**src/logic/relps_pkg.sv**
```systemverilog
// constants shared by the rom, eeprom and led pin sharing block
package relps_pkg;
  localparam int unsigned CLK_PERIOD_NS  = 10;
  localparam int unsigned CLK_FREQ_KHZ   = 100000;
  localparam int unsigned EE_SCK_KHZ     = 150;
  // half period of the serial prom clock, rounded down
  localparam logic [8:0]  EE_HALF_CYC    = 9'(CLK_FREQ_KHZ / (2 * EE_SCK_KHZ));
  localparam int unsigned ROM_ACCESS_NS  = 120;
  // strobe width, rounded up to whole cycles
  localparam logic [8:0]  ROM_STROBE_CYC = 9'((ROM_ACCESS_NS + CLK_PERIOD_NS - 1) / CLK_PERIOD_NS);
  localparam int unsigned CNT_W          = 9;

  // layout of the synchroniser vector
  localparam int unsigned SYNC_W   = 15;
  localparam int unsigned S_GIG    = 0;
  localparam int unsigned S_FAST   = 1;
  localparam int unsigned S_TEN    = 2;
  localparam int unsigned S_DPLX   = 3;
  localparam int unsigned S_DATA   = 4;
  localparam int unsigned S_A7     = 12;
  localparam int unsigned S_A6     = 13;
  localparam int unsigned S_A5     = 14;

  // reset values
  localparam logic [SYNC_W-1:0] SYNC_RST = 15'h0007;
  localparam logic              PIN_HIGH = 1'b1;
  localparam logic              PIN_LOW  = 1'b0;

  typedef enum logic [3:0] {
    RELPS_IDLE   = 4'b0001,
    RELPS_SETUP  = 4'b0010,
    RELPS_STROBE = 4'b0100,
    RELPS_HOLD   = 4'b1000
  } relps_rom_state_t;
endpackage : relps_pkg

```
**src/logic/relps_pin_share.sv**
```systemverilog
// shared expansion rom, serial prom, gpio and status led pins
// Behaviour
// - gigabit link input low means gigabit link up.
// - fast link input low means 100 Mb/s link up.
// - ten link input low means 10 Mb/s link up.
// - duplex input polarity programmable; asserted is full duplex, deasserted half.
// - duplex input ignored while ten link input is not asserted.
// - serial prom select asserted for the whole prom access only.
// - eight-bit rom data bus driven on writes, sampled on reads.
// - pin carries rom address bit 15 in access, else ten link led.
// - pin carries rom address bit 14 in access, else fast link led.
// - dedicated outputs carry rom address bits 13 to 8.
// - address bits 7 and 6 in access, else general io bits 1 and 0.
// - address bit 5 in access, else input from serial prom data out.
// - address bit 4 in access, else serial prom clock near 150 kHz.
// - address bit 3 in access, else serial data into the prom.
// - address bits 2..0 in access, else power, gigabit and duplex leds.
`timescale 1ns/100ps
module relps_pin_share (
  input  wire logic       clk,
  input  wire logic       rstn,
  // core side: rom access
  input  wire logic       rom_start,
  input  wire logic       rom_write,
  input  wire logic [15:0] rom_addr,
  input  wire logic [7:0] rom_wdata,
  output logic            rom_busy,
  output logic            rom_done,
  output logic [7:0]      rom_rdata,
  // core side: serial prom
  input  wire logic       prom_access,
  input  wire logic       prom_tx_bit,
  output logic            prom_rx_bit,
  output logic            prom_bit_strobe,
  // core side: gpio, power and status
  input  wire logic [1:0] gio_out,
  input  wire logic [1:0] gio_drive,
  output logic [1:0]      gio_in,
  input  wire logic       power_on,
  input  wire logic       duplex_active_high,
  output logic            gig_link_up,
  output logic            fast_link_up,
  output logic            ten_link_up,
  output logic            full_duplex,
  // phy status pins
  input  wire logic       phy_gig_link_up_n,
  input  wire logic       phy_fast_link_up_n,
  input  wire logic       phy_ten_link_up_n,
  input  wire logic       phy_full_duplex_status,
  // rom, prom and led pins
  output logic            serial_prom_select,
  input  wire logic [7:0] boot_rom_data_bus_in,
  output logic [7:0]      boot_rom_data_bus_out,
  output logic            boot_rom_data_bus_oe_n,
  output logic            rom_write_en_n,
  output logic            rom_output_en_n,
  output logic [13:8]     boot_rom_address_bus,
  output logic            a15_ten_link_led_n,
  output logic            a14_fast_link_led_n,
  input  wire logic       a7_general_io_bit1_in,
  output logic            a7_general_io_bit1_out,
  output logic            a7_general_io_bit1_oe_n,
  input  wire logic       a6_general_io_bit0_in,
  output logic            a6_general_io_bit0_out,
  output logic            a6_general_io_bit0_oe_n,
  input  wire logic       a5_serial_prom_data_out_in,
  output logic            a5_serial_prom_data_out_out,
  output logic            a5_serial_prom_data_out_oe_n,
  output logic            a4_serial_prom_clock,
  output logic            a3_serial_prom_data_in,
  output logic            a2_power_led_n,
  output logic            a1_gig_link_led_n,
  output logic            a0_duplex_led_n
);
  // led pins are lit by pulling low
  function automatic logic led_drive(input logic lit);
    led_drive = ~lit;
  endfunction : led_drive
  logic [relps_pkg::SYNC_W-1:0] sync_meta_reg;
  logic [relps_pkg::SYNC_W-1:0] sync_reg;
  relps_pkg::relps_rom_state_t  state_reg;
  relps_pkg::relps_rom_state_t  state_next;
  logic [relps_pkg::CNT_W-1:0]  rom_cnt_reg;
  logic [15:0]                  boot_rom_addr_reg;
  logic [7:0]                   boot_rom_data_reg;
  logic                         write_reg;
  logic [relps_pkg::CNT_W-1:0]  sck_cnt_reg;
  logic                         sck_reg;
  logic                         in_access;
  logic                         gig_up;
  logic                         fast_up;
  logic                         ten_up;
  logic                         dplx_full;
  logic                         prom_run;
  logic                         rom_take;
  logic [15:0]                  addr_cur;
  // every pin input passes two flops before use
  always_ff @(posedge clk or negedge rstn) begin
    if (!rstn) begin
      sync_meta_reg <= relps_pkg::SYNC_RST;
      sync_reg      <= relps_pkg::SYNC_RST;
    end else begin
      sync_meta_reg <= {a5_serial_prom_data_out_in, a6_general_io_bit0_in,
                        a7_general_io_bit1_in, boot_rom_data_bus_in,
                        phy_full_duplex_status, phy_ten_link_up_n,
                        phy_fast_link_up_n, phy_gig_link_up_n};
      sync_reg      <= sync_meta_reg;
    end
  end
  assign gig_up    = ~sync_reg[relps_pkg::S_GIG];
  assign fast_up   = ~sync_reg[relps_pkg::S_FAST];
  assign ten_up    = ~sync_reg[relps_pkg::S_TEN];
  // duplex level is undefined without a ten link, so it is masked
  assign dplx_full = ten_up &&
                     (sync_reg[relps_pkg::S_DPLX] == duplex_active_high);
  always_ff @(posedge clk or negedge rstn) begin
    if (!rstn) begin
      gig_link_up  <= 1'b0;
      fast_link_up <= 1'b0;
      ten_link_up  <= 1'b0;
      full_duplex  <= 1'b0;
      gio_in       <= 2'h0;
    end else begin
      gig_link_up  <= gig_up;
      fast_link_up <= fast_up;
      ten_link_up  <= ten_up;
      full_duplex  <= dplx_full;
      gio_in       <= {sync_reg[relps_pkg::S_A7], sync_reg[relps_pkg::S_A6]};
    end
  end
  // rom access sequencer
  always_comb begin
    state_next = state_reg;
    case (state_reg)
      relps_pkg::RELPS_IDLE: begin
        if (rom_start) begin
          state_next = relps_pkg::RELPS_SETUP;
        end
      end
      relps_pkg::RELPS_SETUP:  state_next = relps_pkg::RELPS_STROBE;
      relps_pkg::RELPS_STROBE: begin
        if (rom_cnt_reg == relps_pkg::ROM_STROBE_CYC - 9'h001) begin
          state_next = relps_pkg::RELPS_HOLD;
        end
      end
      relps_pkg::RELPS_HOLD:   state_next = relps_pkg::RELPS_IDLE;
      default:                 state_next = relps_pkg::RELPS_IDLE;
    endcase
  end
  assign in_access = (state_next != relps_pkg::RELPS_IDLE);
  // pins switch at the taking edge, before the request copies exist
  assign rom_take  = (state_reg == relps_pkg::RELPS_IDLE) && rom_start;
  assign addr_cur  = rom_take ? rom_addr : boot_rom_addr_reg;
  always_ff @(posedge clk or negedge rstn) begin
    if (!rstn) begin
      state_reg <= relps_pkg::RELPS_IDLE;
    end else begin
      state_reg <= state_next;
    end
  end
  always_ff @(posedge clk or negedge rstn) begin
    if (!rstn) begin
      rom_cnt_reg <= 9'h000;
    end else if (state_reg == relps_pkg::RELPS_STROBE) begin
      rom_cnt_reg <= rom_cnt_reg + 9'h001;
    end else begin
      rom_cnt_reg <= 9'h000;
    end
  end
  always_ff @(posedge clk or negedge rstn) begin
    if (!rstn) begin
      boot_rom_addr_reg <= 16'h0000;
      boot_rom_data_reg <= 8'h00;
      write_reg         <= 1'b0;
    end else if (state_reg == relps_pkg::RELPS_IDLE && rom_start) begin
      boot_rom_addr_reg <= rom_addr;
      boot_rom_data_reg <= rom_wdata;
      write_reg         <= rom_write;
    end
  end
  // read data sampled at the close of the strobe, bus long settled by then
  always_ff @(posedge clk or negedge rstn) begin
    if (!rstn) begin
      rom_rdata <= 8'h00;
      rom_done  <= 1'b0;
      rom_busy  <= 1'b0;
    end else begin
      if (state_next == relps_pkg::RELPS_HOLD && !write_reg) begin
        rom_rdata <= sync_reg[relps_pkg::S_DATA +: 8];
      end
      rom_done <= (state_next == relps_pkg::RELPS_HOLD);
      rom_busy <= in_access;
    end
  end
  always_ff @(posedge clk or negedge rstn) begin
    if (!rstn) begin
      boot_rom_data_bus_out  <= 8'h00;
      boot_rom_data_bus_oe_n <= relps_pkg::PIN_HIGH;
      rom_write_en_n         <= relps_pkg::PIN_HIGH;
      rom_output_en_n        <= relps_pkg::PIN_HIGH;
    end else begin
      boot_rom_data_bus_out  <= rom_take ? rom_wdata : boot_rom_data_reg;
      boot_rom_data_bus_oe_n <= ~(in_access && (rom_take ? rom_write : write_reg));
      rom_write_en_n  <= ~(state_next == relps_pkg::RELPS_STROBE && write_reg);
      rom_output_en_n <= ~(state_next == relps_pkg::RELPS_STROBE && !write_reg);
    end
  end

  // serial prom clock pauses while the rom owns the pins
  assign prom_run = prom_access && !in_access;

  always_ff @(posedge clk or negedge rstn) begin
    if (!rstn) begin
      sck_cnt_reg     <= 9'h000;
      sck_reg         <= 1'b0;
      prom_rx_bit     <= 1'b0;
      prom_bit_strobe <= 1'b0;
    end else begin
      prom_bit_strobe <= 1'b0;
      if (!prom_access) begin
        sck_cnt_reg <= 9'h000;
        sck_reg     <= 1'b0;
      end else if (prom_run) begin
        if (sck_cnt_reg == relps_pkg::EE_HALF_CYC - 9'h001) begin
          sck_cnt_reg <= 9'h000;
          sck_reg     <= ~sck_reg;
          if (!sck_reg) begin
            prom_rx_bit     <= sync_reg[relps_pkg::S_A5];
            prom_bit_strobe <= 1'b1;
          end
        end else begin
          sck_cnt_reg <= sck_cnt_reg + 9'h001;
        end
      end
    end
  end

  always_ff @(posedge clk or negedge rstn) begin
    if (!rstn) begin
      serial_prom_select <= 1'b0;
    end else begin
      serial_prom_select <= prom_access;
    end
  end

  // shared pins: rom address first, alternate function otherwise
  always_ff @(posedge clk or negedge rstn) begin
    if (!rstn) begin
      boot_rom_address_bus         <= 6'h00;
      a15_ten_link_led_n           <= relps_pkg::PIN_HIGH;
      a14_fast_link_led_n          <= relps_pkg::PIN_HIGH;
      a7_general_io_bit1_out       <= relps_pkg::PIN_LOW;
      a7_general_io_bit1_oe_n      <= relps_pkg::PIN_HIGH;
      a6_general_io_bit0_out       <= relps_pkg::PIN_LOW;
      a6_general_io_bit0_oe_n      <= relps_pkg::PIN_HIGH;
      a5_serial_prom_data_out_out  <= relps_pkg::PIN_LOW;
      a5_serial_prom_data_out_oe_n <= relps_pkg::PIN_HIGH;
      a4_serial_prom_clock         <= relps_pkg::PIN_LOW;
      a3_serial_prom_data_in       <= relps_pkg::PIN_LOW;
      a2_power_led_n               <= relps_pkg::PIN_HIGH;
      a1_gig_link_led_n            <= relps_pkg::PIN_HIGH;
      a0_duplex_led_n              <= relps_pkg::PIN_HIGH;
    end else if (in_access) begin
      boot_rom_address_bus         <= addr_cur[13:8];
      a15_ten_link_led_n           <= addr_cur[15];
      a14_fast_link_led_n          <= addr_cur[14];
      a7_general_io_bit1_out       <= addr_cur[7];
      a7_general_io_bit1_oe_n      <= relps_pkg::PIN_LOW;
      a6_general_io_bit0_out       <= addr_cur[6];
      a6_general_io_bit0_oe_n      <= relps_pkg::PIN_LOW;
      a5_serial_prom_data_out_out  <= addr_cur[5];
      a5_serial_prom_data_out_oe_n <= relps_pkg::PIN_LOW;
      a4_serial_prom_clock         <= addr_cur[4];
      a3_serial_prom_data_in       <= addr_cur[3];
      a2_power_led_n               <= addr_cur[2];
      a1_gig_link_led_n            <= addr_cur[1];
      a0_duplex_led_n              <= addr_cur[0];
    end else begin
      a15_ten_link_led_n           <= led_drive(ten_up);
      a14_fast_link_led_n          <= led_drive(fast_up);
      a7_general_io_bit1_out       <= gio_out[1];
      a7_general_io_bit1_oe_n      <= ~gio_drive[1];
      a6_general_io_bit0_out       <= gio_out[0];
      a6_general_io_bit0_oe_n      <= ~gio_drive[0];
      a5_serial_prom_data_out_out  <= relps_pkg::PIN_LOW;
      a5_serial_prom_data_out_oe_n <= relps_pkg::PIN_HIGH;
      a4_serial_prom_clock         <= sck_reg;
      a3_serial_prom_data_in       <= prom_tx_bit;
      a2_power_led_n               <= led_drive(power_on);
      a1_gig_link_led_n            <= led_drive(gig_up);
      a0_duplex_led_n              <= led_drive(dplx_full);
    end
  end

endmodule : relps_pin_share

```
**config.mk**
```make
export PLATFORM = sky130hd
export DESIGN_NAME = relps_pin_share
export DESIGN_NICKNAME = d
export VERILOG_FILES = /design/src/logic/relps_pkg.sv /design/src/logic/relps_pin_share.sv
export SDC_FILE = /design/constraint.sdc
export NUM_CORES = 1
export LEC_CHECK = 0
export BUFFER_PORTS_ARGS = -buffer_cell sky130_fd_sc_hd__buf_2
export CAP_MARGIN = 20
export CORE_ASPECT_RATIO = 1.2
export CORE_MARGIN = 4
export CORE_UTILIZATION = 53
export DETAILED_ROUTE_END_ITERATION = 7
export GPL_ROUTABILITY_DRIVEN = 0
export PLACE_DENSITY_LB_ADDON = 0.3
export SETUP_SLACK_MARGIN = 0.5
export SLEW_MARGIN = 20
export SYNTH_ARGS = -nofsm -noshare
export SYNTH_HDL_FRONTEND = slang
export SYNTH_SLANG_ARGS = --single-unit
```
**constraint.sdc**
```tcl
create_clock -name clk -period 2.14 [get_ports clk]
set_input_delay 0.428 -clock clk [delete_from_list [all_inputs] [get_ports clk]]
set_output_delay 0.428 -clock clk [all_outputs]
set_load 0.01 [all_outputs]
```
Word-level counts from Yosys, hierarchy flattened
Cells that the tools add are included.
{ "op_classes": {"add_sub_neg": 2, "multipliers": 0, "div_mod_pow": 0, "magnitude_cmp": 0, "n_eq_ne": 11, "n_shift": 0, "n_mux": 29, "n_bitwise": 11, "n_reduce_logical": 11} }
{ "ops": {"columns": ["cell", "count"], "rows": [
  ["9-bit 2-to-1 mux", 4],
  ["1-bit 2-to-1 mux", 21],
  ["9-bit by 1-bit adder with 9-bit output, second input constant", 2],
  ["16-bit 2-to-1 mux", 1],
  ["4-bit case mux with 3 select lines", 1],
  ["1-bit inverter", 11],
  ["9-bit by 4-bit equality test with 1-bit output, second input constant", 1],
  ["9-bit equality test, second input constant", 1],
  ["4-bit by 3-bit equality test with 1-bit output, second input constant", 2],
  ["4-bit 2-to-1 mux", 2],
  ["1-bit logical AND", 7],
  ["4-bit by 1-bit equality test with 1-bit output, second input constant", 1],
  ["4-bit by 2-bit equality test with 1-bit output, second input constant", 1],
  ["4-bit equality test, second input constant", 1],
  ["2-bit by 1-bit != test with 1-bit output, second input constant", 2],
  ["4-bit by 1-bit != test with 1-bit output, second input constant", 1],
  ["4-bit AND reduction", 1],
  ["1-bit zero test", 2],
  ["2-bit AND reduction", 1],
  ["1-bit equality test", 1]
]} }
{ "word_totals": {"reg_bits": 119, "latch_bits": 0, "ramBits": 0, "rom_bits": 0, "output_inout_bits": 49, "n_memories": 0} }

Longest topological paths before layout
Gate-level depths: netlist (run 1).
{ "logic_depth": {"depth_word": 8, "depth_mapped": 9} }

Worst setup path before layout (run 1)
OpenSTA, ideal clock, no wires.
{ "synth_timing": {"path_type": "register -> register", "start": "register state_reg[0]", "end": "register a3_serial_prom_data_in", "setup_time_ns": 0.117, "arrival_ns": 1.704, "t_required_ns": 2.023, "slack_ns": 0.319, "path_stages_with_launch": 7, "n_path_buf": 1, "cell_sequence": "dfstp_2 nand3b_1 nor3_2 buf_2 mux2_2 nand2_1 nand2_1"} }
{ "synth_via": {"elab_chain_cells": 4, "elab_cells_between_ends": 10, "cone_classes": "eq/ne: 4; mux: 5; reduce/logical: 1"} }
{ "synth_rtl": {"columns": ["item", "line_no", "source"], "rows": [
  ["start, declared", "relps_pin_share.sv:81", "relps_pkg::relps_rom_state_t state_reg;"],
  ["start signal, assigned", "relps_pin_share.sv:156", "state_reg <= relps_pkg::RELPS_IDLE;"],
  ["start signal, assigned", "relps_pin_share.sv:158", "state_reg <= state_next;"],
  ["4-bit by 1-bit equality test with 1-bit output", "relps_pin_share.sv:152", "assign rom_take = (state_reg == relps_pkg::RELPS_IDLE) && rom_start;"],
  ["1-bit logical AND", "relps_pin_share.sv:152", null],
  ["16-bit 2-to-1 mux", null, null],
  ["net addr_cur[3]", "relps_pin_share.sv:96", "logic [15:0] addr_cur;"],
  ["1-bit 2-to-1 mux", "relps_pin_share.sv:263", "end else if (in_access) begin"],
  ["end signal, assigned", "relps_pin_share.sv:259", "a3_serial_prom_data_in <= relps_pkg::PIN_LOW;"],
  ["end signal, assigned", "relps_pin_share.sv:274", "a3_serial_prom_data_in <= addr_cur[3];"],
  ["end signal, assigned", "relps_pin_share.sv:288", "a3_serial_prom_data_in <= prom_tx_bit;"],
  ["end, declared", "relps_pin_share.sv:70", "output logic a3_serial_prom_data_in,"]
]} }
The timed path passes the listed nets, and every way through them passes these cells.
A chain may end at the register's enable or synchronous reset.

Final worst setup path (run 1)
{ "layout_timing": {"start": "register state_reg[0]", "end": "register sck_cnt_reg[7] (netlist name)"} }
{ "layout_via": {"elab_chain_cells": 6, "elab_cells_between_ends": 10, "cone_classes": "eq/ne: 5; mux: 3; reduce/logical: 2"} }
{ "layout_rtl": {"columns": ["item", "line_no", "source"], "rows": [
  ["4-bit by 3-bit equality test with 1-bit output (tied with other cells)", "relps_pin_share.sv:134", "case (state_reg)"],
  ["4-bit case mux with 3 select lines (*)", "relps_pin_share.sv:134", null],
  ["4-bit by 1-bit != test with 1-bit output (*)", "relps_pin_share.sv:150", "assign in_access = (state_next != relps_pkg::RELPS_IDLE);"],
  ["1-bit zero test (*)", "relps_pin_share.sv:210", "assign prom_run = prom_access && !in_access;"],
  ["1-bit logical AND (*)", "relps_pin_share.sv:210", null],
  ["2-bit by 1-bit != test with 1-bit output (no line) (*)", null, null],
  ["end signal, assigned", "relps_pin_share.sv:232", "sck_cnt_reg <= sck_cnt_reg + 9'h001;"],
  ["end, declared", "relps_pin_share.sv:87", "logic [relps_pkg::CNT_W-1:0] sck_cnt_reg;"]
]} }
Mark *: on every way between the ends. The rest lies on a longest branch, timed or not.

==> reports/results.env, run 1 <==
SYNTH_TOP_CELL_BY_AREA='sky130_fd_sc_hd__dfrtp_1'
CRIT_REQUIRED_NS=2.54
DETAIL_ROUTE.WL_PER_CELL_MICRONS=16.9
REGTOREGENDPOINT='sck_cnt_reg[7]'
DRT_WL_TOTAL_MICRONS=9600
YOSYS-TOP-CELLS-AREA='sky130_fd_sc_hd__dfrtp_1 (60%), sky130_fd_sc_hd__dfstp_2 (11%), sky130_fd_sc_hd__mux2_2 (8.8%)'
CTS.PATH.MAX_BUFFERS=2
IRDROPWORSTVDD_mV=0.907
MAXCLOCKFREQUENCY_MHz=578
FINISH.NET_COUNT=516
TRITONCTS_CLOCK_TREE='built'
INITIAL_CORE_UTILIZATION=0.546
FINAL-INSTANCE-COUNT-EXCL-FILL=567
SETUP_VIOL=0
SYNTH_CELL_TYPES=37
FINAL.MIN_CLOCK_PERIOD_NS=1.73
LAYOUT-DRIVE-GT1-SHARE=0.531
LARGEST_REG_FLOPS=16
CRITPATHSLOWESTCELL='sky130_fd_sc_hd__dfstp_2'
HPWLAFTERDP_MICRONS=5380
TOTAL_I_O_PIN_COUNT=100
SYNTH_SEQ_AREA_SHARE=0.708
CP-END-KIND='register'
WORST_PATH_DOMINANT_CELL_FAMILY='flip-flops'
WORST-SLEW-PIN-TRANSITION_NS=0.507
TIMING.FINAL.WS_SETUP_NS=0.410
SYNTH_TOP_AREA_FRAC=0.597
HIGHEST_COUNT_CELLS_IN_THE_LAYOUT_IGNORING_FILL_AND_TAPS='sky130_fd_sc_hd__dfrtp_1 (101), sky130_fd_sc_hd__buf_2 (98), sky130_fd_sc_hd__nand2_1 (31), sky130_fd_sc_hd__mux2_4 (23), sky130_fd_sc_hd__buf_4 (23)'
CLK_ROOT_BUFFER_CELL='sky130_fd_sc_hd__clkbuf_8'
ANTENNA_FOUND_INITIAL=0
CLOCK_INSERTION_DELAY_WORST_SKEW_NS=0.51
POSTPLACECELLAREA_SQ_UM=4910
GLOBAL_ROUTE_WIRE_LENGTH_BEFORE_REPAIR_MICRONS=13900
SYNTH_SEQ_CELLS=119
HOLD_END='a6_general_io_bit0_oe_n'
WORSTREG2REGSTART='state_reg[0]'
START_TO_END_TYPE_OF_THE_WORST_SETUP_PATH='register to register'
FIN_SETUP_TNS_NS=0
REG2REG_DEPTH=7
VIA_PER_INST=5.12
FP-ROW-COUNT=35
GRT_PASS1_VIAS=3002
DRT_PRE_ANTENNA_ITERS=4
CP_MAX_FO=8
PORT_BUFFERS=99
FLOORPLAN.DIE.HEIGHT_MICRONS=106
POST-ROUTE-DRC-COUNT=0
N_ANTENNA_CELL=0
PIN_COUNT_OF_THE_BIGGEST_NET_ENTERING_GLOBAL_ROUTING=49
RELSLEWSLACK=0.662
FINAL_CORE_UTILIZATION=0.785
HOLD_CLASS='primary input to register'
GLOBALROUTEOVERFLOWTOTAL=0
WORST_SETUP_HOLD_PATH_CLK_SLEW_NS=0.06
FP.DIEAREA_SQ_UM=9490
FIN_CRIT_SH=0.809
RRSETUPSLACK_NS=0.41
DIE_X_MICRONS=89.6
CRITPATHLAUNCHTYPE='register'
GR-USAGE-ALL-LAYERS=0.196
SYNTH.NET_COUNT=359
CRITICAL_PATH_BUF_INV_COUNT=1
RUN_STATUS='finished, final reports clean'
CTS_BUFFERS=17
FILL_CELL_TOTAL_OF_THE_FINISHED_LAYOUT=445
POWER_DENSITY_nW_PER_UM2=1380
INITIAL_DRT_MARKERS=118
FINAL_HOLD_VIOL_COUNT=0
PLACEABLE_CORE_REGION_SQ_UM=7750
CP_DATA_ARRIVAL_TIME_NS=2.13
SLEW_VIOLATIONS=0
SYN_INST=305
CTS.SINK_COUNT=119
MAX_STAGE_DELAY_NS=0.56
RSZ0062_AT_GRT='yes'
CLOCK-SKEW-FINAL_NS=0.00799
FIN_AREA_SQ_UM=6080
FINAL_COMMON_CELL='sky130_fd_sc_hd__dfrtp_1'
NUMBER_OF_NETS_WITH_ANTENNA_VIOLATIONS_AFTER_DETAILED_ROUTING=0
MIN_FROM='gio_drive[0]'
MAXCAPVIOLATIONS=0
H-TREE-DEPTH=4
SYN_AREA_PER_CELL_SQ_UM=13.9
P_LEAK_nW=3.01
MAPPEDNETLISTAREA_SQ_UM=4240
YS.WARNINGS.COUNT=0
HOLD-PATH-CELL-COUNT=2
VIAS_AFTER_DETAILED_ROUTING=2903
AREA_GROWTH_SYN_TO_LAYOUT_PCT=43.6
CRIT_CHAIN='nor2b_1 > o31a_1 > and2_4 > clkinv_8 > nand4_1 > xnor2_1 > and2_1'
DPL_WORST_SLACK_NS=0.217
DP_CELLS=493
[Yosys cell counts]
cell / number
sky130_fd_sc_hd__a21boi_1: 2
sky130_fd_sc_hd__a21oi_1: 6
sky130_fd_sc_hd__a21boi_0: 1
sky130_fd_sc_hd__o31a_1: 1
sky130_fd_sc_hd__dfstp_2: 18
sky130_fd_sc_hd__nor4b_1: 1
sky130_fd_sc_hd__and3b_1: 1
sky130_fd_sc_hd__clkbuf_1: 3
sky130_fd_sc_hd__nand3b_1: 1
sky130_fd_sc_hd__inv_1: 8
sky130_fd_sc_hd__nand2b_1: 1
sky130_fd_sc_hd__xor2_1: 5
sky130_fd_sc_hd__and4_1: 2
sky130_fd_sc_hd__xnor2_1: 9
sky130_fd_sc_hd__nand3_1: 5
sky130_fd_sc_hd__buf_4: 1
sky130_fd_sc_hd__nor4_1: 1
sky130_fd_sc_hd__nor3_1: 2
sky130_fd_sc_hd__buf_2: 2
sky130_fd_sc_hd__buf_6: 2
sky130_fd_sc_hd__nor2b_1: 4
sky130_fd_sc_hd__nand2_1: 43
sky130_fd_sc_hd__mux2_4: 1
sky130_fd_sc_hd__ha_1: 3
sky130_fd_sc_hd__and3_1: 4
sky130_fd_sc_hd__nor2_1: 23
sky130_fd_sc_hd__o21a_1: 1
sky130_fd_sc_hd__and2_1: 4
sky130_fd_sc_hd__mux2_2: 33
sky130_fd_sc_hd__o21ai_0: 6
sky130_fd_sc_hd__clkinv_4: 1
sky130_fd_sc_hd__nand4b_1: 1
sky130_fd_sc_hd__dfrtp_1: 101
sky130_fd_sc_hd__nand4b_4: 1
sky130_fd_sc_hd__nor3_2: 2
sky130_fd_sc_hd__nand4_1: 4
sky130_fd_sc_hd__and2_4: 1
[cells by family (layout without fill, tap and decap cells)]
| logic type | after synthesis | count (layout) | synth area share |
|---|---|---|---|
| AO/OA/AOI/OAI | 17 | 17 | 0.0233 |
| XOR/XNOR | 14 | 14 | 0.0290 |
| adder cells (fa/ha/maj) | 3 | 3 | 0.00886 |
| buffers and inverters | 17 | 187 | 0.0213 |
| flip-flops | 119 | 119 | 0.708 |
| multiplexers | 34 | 34 | 0.0913 |
| AND/OR/NAND/NOR | 101 | 101 | 0.118 |
[stage by stage]
step / hold WS, ns / power [W]
2_1_floorplan: 0.132 / 0.00425
3_3_place_gp: 0.331 / 0.00476
3_5_place_dp: 0.335 / 0.00483
4_1_cts: 0.00158 / 0.00776
5_1_grt: 0.00790 / 0.00883
6_report: 0.0249 / 0.00839
[routing by layer]
layer	routed length, microns	global-route usage	vias to the layer above
li1	-	-	1329
met4	250	0.0766	0
met2	4930	0.311	93
met1	3860	0.232	1458
met5	0	0	-
met3	551	0.0837	23
[layout make-up]
cell class / instances / area [sq um] / share of cell area
inverter: 9 / 46.3 / 0.00761
multi-input combinational: 169 / 1340 / 0.221
tap: 92 / 115 / 0.0189
sequential: 119 / 3000 / 0.493
timing repair buffer: 145 / 1000 / 0.165
clock buffer: 18 / 428 / 0.0704
timing repair inverter: 1 / 8.76 / 0.00144
clock inverter: 14 / 136 / 0.0224
[timing repair]
item / in CTS / in global routing
setup buffers: 15 / 11
pin swaps: 6 / 10
endpoints found under the hold margin: 37 / 2
cloned: 1 / 4
hold buffers: 9 / 2
setup endpoints to repair: 36 / 53
resized for setup: 15 / 44
[power breakdown]
part / total [W] / switching [W] / internal, W / leakage, nW
Sequential: 0.00306 / 0.000223 / 0.00284 / 1.45
Clock: 0.00266 / 0.00106 / 0.00159 / 0.270
Combinational: 0.00267 / 0.00129 / 0.00138 / 1.29
Total: 0.00839 / 0.00258 / 0.00581 / 3.01
[worst max-delay path by stage]
| stage | end | depth (start not counted) | startpoint | slack [ns] |
|---|---|---|---|---|
| 2_1_floorplan | prom_rx_bit | 7 | state_reg[1] | 0.40 |
| 3_3_place_gp | prom_rx_bit | 7 | rom_start | 0.27 |
| 3_5_place_dp | prom_rx_bit | 7 | rom_start | 0.22 |
| 4_1_cts | a2_power_led_n | 6 | state_reg[0] | 0.42 |
| 5_1_grt | prom_rx_bit | 6 | state_reg[0] | 0.36 |
| 6_report | sck_cnt_reg[7] | 7 | state_reg[0] | 0.41 |
(Power assumes the default switching activity.)
==> run 2: changes to the inputs <==
- ABC_AREA: not set -> 1
- clock period: 2.14 -> 1.8 ns (I/O delays scaled with it)
==> reports/results.env, run 2 <==
RUN_STATUS='finished, final reports clean'
POWER_DENSITY_nW_PER_UM2=1620  # +17%
SYNTH_TOP_CELL_BY_AREA='sky130_fd_sc_hd__dfrtp_1'
INITIAL_CORE_UTILIZATION=0.543  # -0.00344
P_INT_W=0.00774  # +33%
WORSTREG2REGSTART='state_reg[0]'
PIN_COUNT_OF_THE_BIGGEST_NET_ENTERING_GLOBAL_ROUTING=49  # unchanged
YS.WARNINGS.COUNT=0  # unchanged
RRSETUPSLACK_NS=0.11  # -0.30 ns
TOTAL_I_O_PIN_COUNT=100  # unchanged
MAXCAPVIOLATIONS=0  # unchanged
GR-USAGE-MET2=0.496  # +0.184
P_LEAK_nW=3.68  # +22%
GR-USAGE-ALL-LAYERS=0.283  # +0.0871
PWR-SHARE-CLK=0.301  # -0.016
DETAIL_ROUTE.WL_PER_CELL_MICRONS=22.7  # +34%
SYNTH.NET_COUNT=495  # +38%
INITIAL_DRT_MARKERS=453  # +280%
RSZ0062_AT_GRT='yes'
WORST_SETUP_HOLD_PATH_CLK_SLEW_NS=0.06  # about the same
WORST_SETUP_PATH_ENDPOINT='sck_cnt_reg[0]'
CLK_ROOT_BUFFER_CELL='sky130_fd_sc_hd__clkbuf_8'
WORSTSETUPSTARTPOINT='state_reg[0]'
CP_MAX_FO=5  # -3
CTS_BUFFERS=17  # unchanged
FINAL_COMMON_CELL='sky130_fd_sc_hd__dfrtp_1'
GRT.MET1_USAGE=0.324  # +0.0918
SYNTH_FF_TYPE='sky130_fd_sc_hd__dfrtp_1'
ANTENNA_FOUND_INITIAL=0  # unchanged
VIAS_AFTER_DETAILED_ROUTING=4429  # +53%
GLOBAL_ROUTE_WIRE_LENGTH_BEFORE_REPAIR_MICRONS=21100  # +52%
GLOBALROUTEOVERFLOWTOTAL=0  # unchanged
HPWLAFTERDP_MICRONS=6090  # +13%
YOSYS-TOP-CELLS-AREA='sky130_fd_sc_hd__dfrtp_1 (57%), sky130_fd_sc_hd__nand2_1 (14%), sky130_fd_sc_hd__dfstp_2 (11%)'
SYNTH.TOP_CELLS.BY_COUNT='sky130_fd_sc_hd__nand2_1 (169), sky130_fd_sc_hd__dfrtp_1 (101), sky130_fd_sc_hd__nor2_1 (38)'
CP_DATA_ARRIVAL_TIME_NS=2.15  # +0.02 ns
POST-ROUTE-DRC-COUNT=0  # unchanged
LAYOUT-DRIVE-GT1-SHARE=0.541  # +0.0106
FP-ROW-COUNT=36  # +2.9%
SETUP_VIOL=0  # unchanged
FIN_CRIT_SH=0.941  # +0.132
GRT.MET3_USAGE=0.0800  # -0.00369
CP-END-KIND='register'
IRDROPWORSTVDD_mV=0.950  # +4.8%
SYN_INST=441  # +45%
FLOORPLAN.DIE.HEIGHT_MICRONS=108  # +2.1%
FIN_SETUP_TNS_NS=0  # unchanged
CLOCK-SKEW-FINAL_NS=0.00937  # +0.00139 ns
AREA_GROWTH_SYN_TO_LAYOUT_PCT=65.5
CRIT_REQUIRED_NS=2.25  # -0.29 ns
SYNTH_SEQ_AREA_SHARE=0.678  # -0.0306
LARGEST_REG_FLOPS=16  # unchanged
ASYNC_FLOP_SHARE=1.00  # unchanged
SYNTH_TOP_AREA_FRAC=0.571  # -0.0258
HIGHEST_COUNT_CELLS_IN_THE_LAYOUT_IGNORING_FILL_AND_TAPS='sky130_fd_sc_hd__dfrtp_1 (98), sky130_fd_sc_hd__nand2_1 (95), sky130_fd_sc_hd__buf_2 (81), sky130_fd_sc_hd__buf_4 (51), sky130_fd_sc_hd__nand2_2 (45)'
SEQ_POWER_SHARE=0.316  # -0.049
PLACEABLE_CORE_REGION_SQ_UM=8150  # +5.2%
VIA_PER_INST=5.74  # +12%
SYNTH_CELL_TYPES=28  # -24%
FP.DIEAREA_SQ_UM=9880  # +4.1%
SHARE_COMB_OF_TOTAL_POWER=0.383  # +0.065
GRT_PASS1_VIAS=4158  # +39%
DRT_WL_TOTAL_MICRONS=17500  # +82%
SLEW_VIOLATIONS=0  # unchanged
HOLD-PATH-CELL-COUNT=3  # +1
PORT_BUFFERS=99  # unchanged
REG2REG_DEPTH=8  # +1
SYNTH_SEQ_CELLS=119  # unchanged
TRITONCTS_CLOCK_TREE='built'
FINAL.MIN_CLOCK_PERIOD_NS=1.69  # -0.0365 ns
CTS.PATH.MAX_BUFFERS=2  # unchanged
START_TO_END_TYPE_OF_THE_WORST_SETUP_PATH='register to register'
WORST-SLEW-PIN-TRANSITION_NS=0.634  # +0.127 ns
RELSLEWSLACK=0.577  # -0.0853
NUMBER_OF_NETS_WITH_ANTENNA_VIOLATIONS_AFTER_DETAILED_ROUTING=0  # unchanged
P_SW_FRAC=0.346  # +0.0392
TOTAL_SWITCHING_POWER_W=0.00410  # +59%
H-TREE-DEPTH=4  # unchanged
MAXCLOCKFREQUENCY_MHz=590  # +2.2%
WHS_NS=0.0575  # +0.0325 ns
SYNTH-EDFF-COUNT=0  # unchanged
YOSYS.CELL_COUNT.TOP_TYPE='sky130_fd_sc_hd__nand2_1'
SYN_AREA_PER_CELL_SQ_UM=10.0  # -28%
CRITPATHLAUNCHTYPE='register'
DIE_X_MICRONS=91.4  # +2.0%
GLOBALROUTE.BUSIESTLAYER='met2'
FINAL_HOLD_VIOL_COUNT=0  # unchanged
MAPPEDNETLISTAREA_SQ_UM=4430  # +4.5%
MIN_FROM='rom_wdata[0]'
FINISH.NET_COUNT=697  # +35%
HOLD_CLASS='primary input to register'
DRT_PRE_ANTENNA_ITERS=5  # +1
CLOCK_INSERTION_DELAY_WORST_SKEW_NS=0.53  # +0.02 ns
CTS.SINK_COUNT=119  # unchanged
REGTOREGENDPOINT='sck_cnt_reg[0]'
## run 2: cell types whose count changed in the layout (fill, tap and decap cells not counted), sizes merged, moves of 5 or more
cell | previous run | this run
dlygate4sd3 | 11 | 19
buf | 131 | 174
nand3 | 5 | 30
xnor2 | 9 | 0
o21ai | 6 | 17
inv | 15 | 30
nor2 | 23 | 41
nand2 | 43 | 170
and2 | 5 | 0
mux2 | 34 | 0
## run 2: per-layer routing
layer | share of wire | up-vias
li1 | - | 1780
met1 | 0.32 | 2136
met2 | 0.51 | 390
met3 | 0.096 | 123
met4 | 0.069 | 0
met5 | 0 | -
## run 2: cell type report
type	count	area, sq um
Clock buffer	25	494
Multi-Input combinational cell	280	1840
Clock inverter	7	116
Fill cell	264	826
Tap cell	114	143
Sequential cell	119	3000
Inverter	31	139
Timing Repair inverter	1	7.51
Antenna cell	1	2.50
Timing Repair Buffer	193	1580
## run 2: power groups by stage
stage / combinational [W] / clock, W / sequential (W)
floorplan: 0.00115 / 0 / 0.00377
global placement: 0.00199 / 0 / 0.00362
detailed placement: 0.00203 / 0 / 0.00363
CTS: 0.00322 / 0.00346 / 0.00363
global route: 0.00471 / 0.00369 / 0.00378
finish: 0.00454 / 0.00356 / 0.00375
## run 2: worst min path at each step
stage	end	slack (ns)
after CTS	boot_rom_data_bus_out[5]	0.02
final	boot_rom_data_bus_out[0]	0.06
after global routing	boot_rom_data_bus_out[1]	0.05
after floorplan	a3_serial_prom_data_in	0.06
after global placement	rom_cnt_reg[8]	0.32
after detailed placement	rom_cnt_reg[8]	0.33
## run 2: per-stage QoR
stage | std cells | utilization | setup WS [ns] | cell area (sq um) | power [W]
final | 771 | 0.899 | 0.106 | 7330 | 0.0118
after global routing | 770 | 0.898 | 0.0519 | 7320 | 0.0122
after CTS | 739 | 0.824 | 0.265 | 6720 | 0.0103
after detailed placement | 650 | 0.627 | 0.206 | 5110 | 0.00566
after global placement | 650 | 0.627 | 0.280 | 5110 | 0.00560
after floorplan | 441 | - | 0.416 | 4460 | 0.00492
## run 2: what timing repair did
action                     in CTS  in global routing
hold endpoints to repair       46                  0
gates cloned                    4                  0
setup endpoints to repair     119                127
pin swaps                      38                 36
hold buffers                   19                  0
buffers inserted               34                 31
resized for setup             123                103
## run 2: critical path, stage by stage (launching register included)
cell and delay, ns:
sky130_fd_sc_hd__dfstp_2 0.55, sky130_fd_sc_hd__inv_4 0.06, sky130_fd_sc_hd__nor2_4 0.13, sky130_fd_sc_hd__nand3_4 0.19, sky130_fd_sc_hd__nand3_4 0.20, sky130_fd_sc_hd__nand2_4 0.11, sky130_fd_sc_hd__clkinvlp_4 0.17, sky130_fd_sc_hd__nor2_1 0.07
sky130_fd_sc_hd__nor2_1 0.12
## run 2: logic make-up after synthesis
family | after synthesis | share of synthesized area
AO/OA/AOI/OAI | 23 | 0.0266
XOR/XNOR | 2 | 0.00396
adder cells (fa/ha/maj) | 3 | 0.00848
buffers and inverters | 42 | 0.0407
flip-flops | 119 | 0.678
AND/OR/NAND/NOR | 252 | 0.243
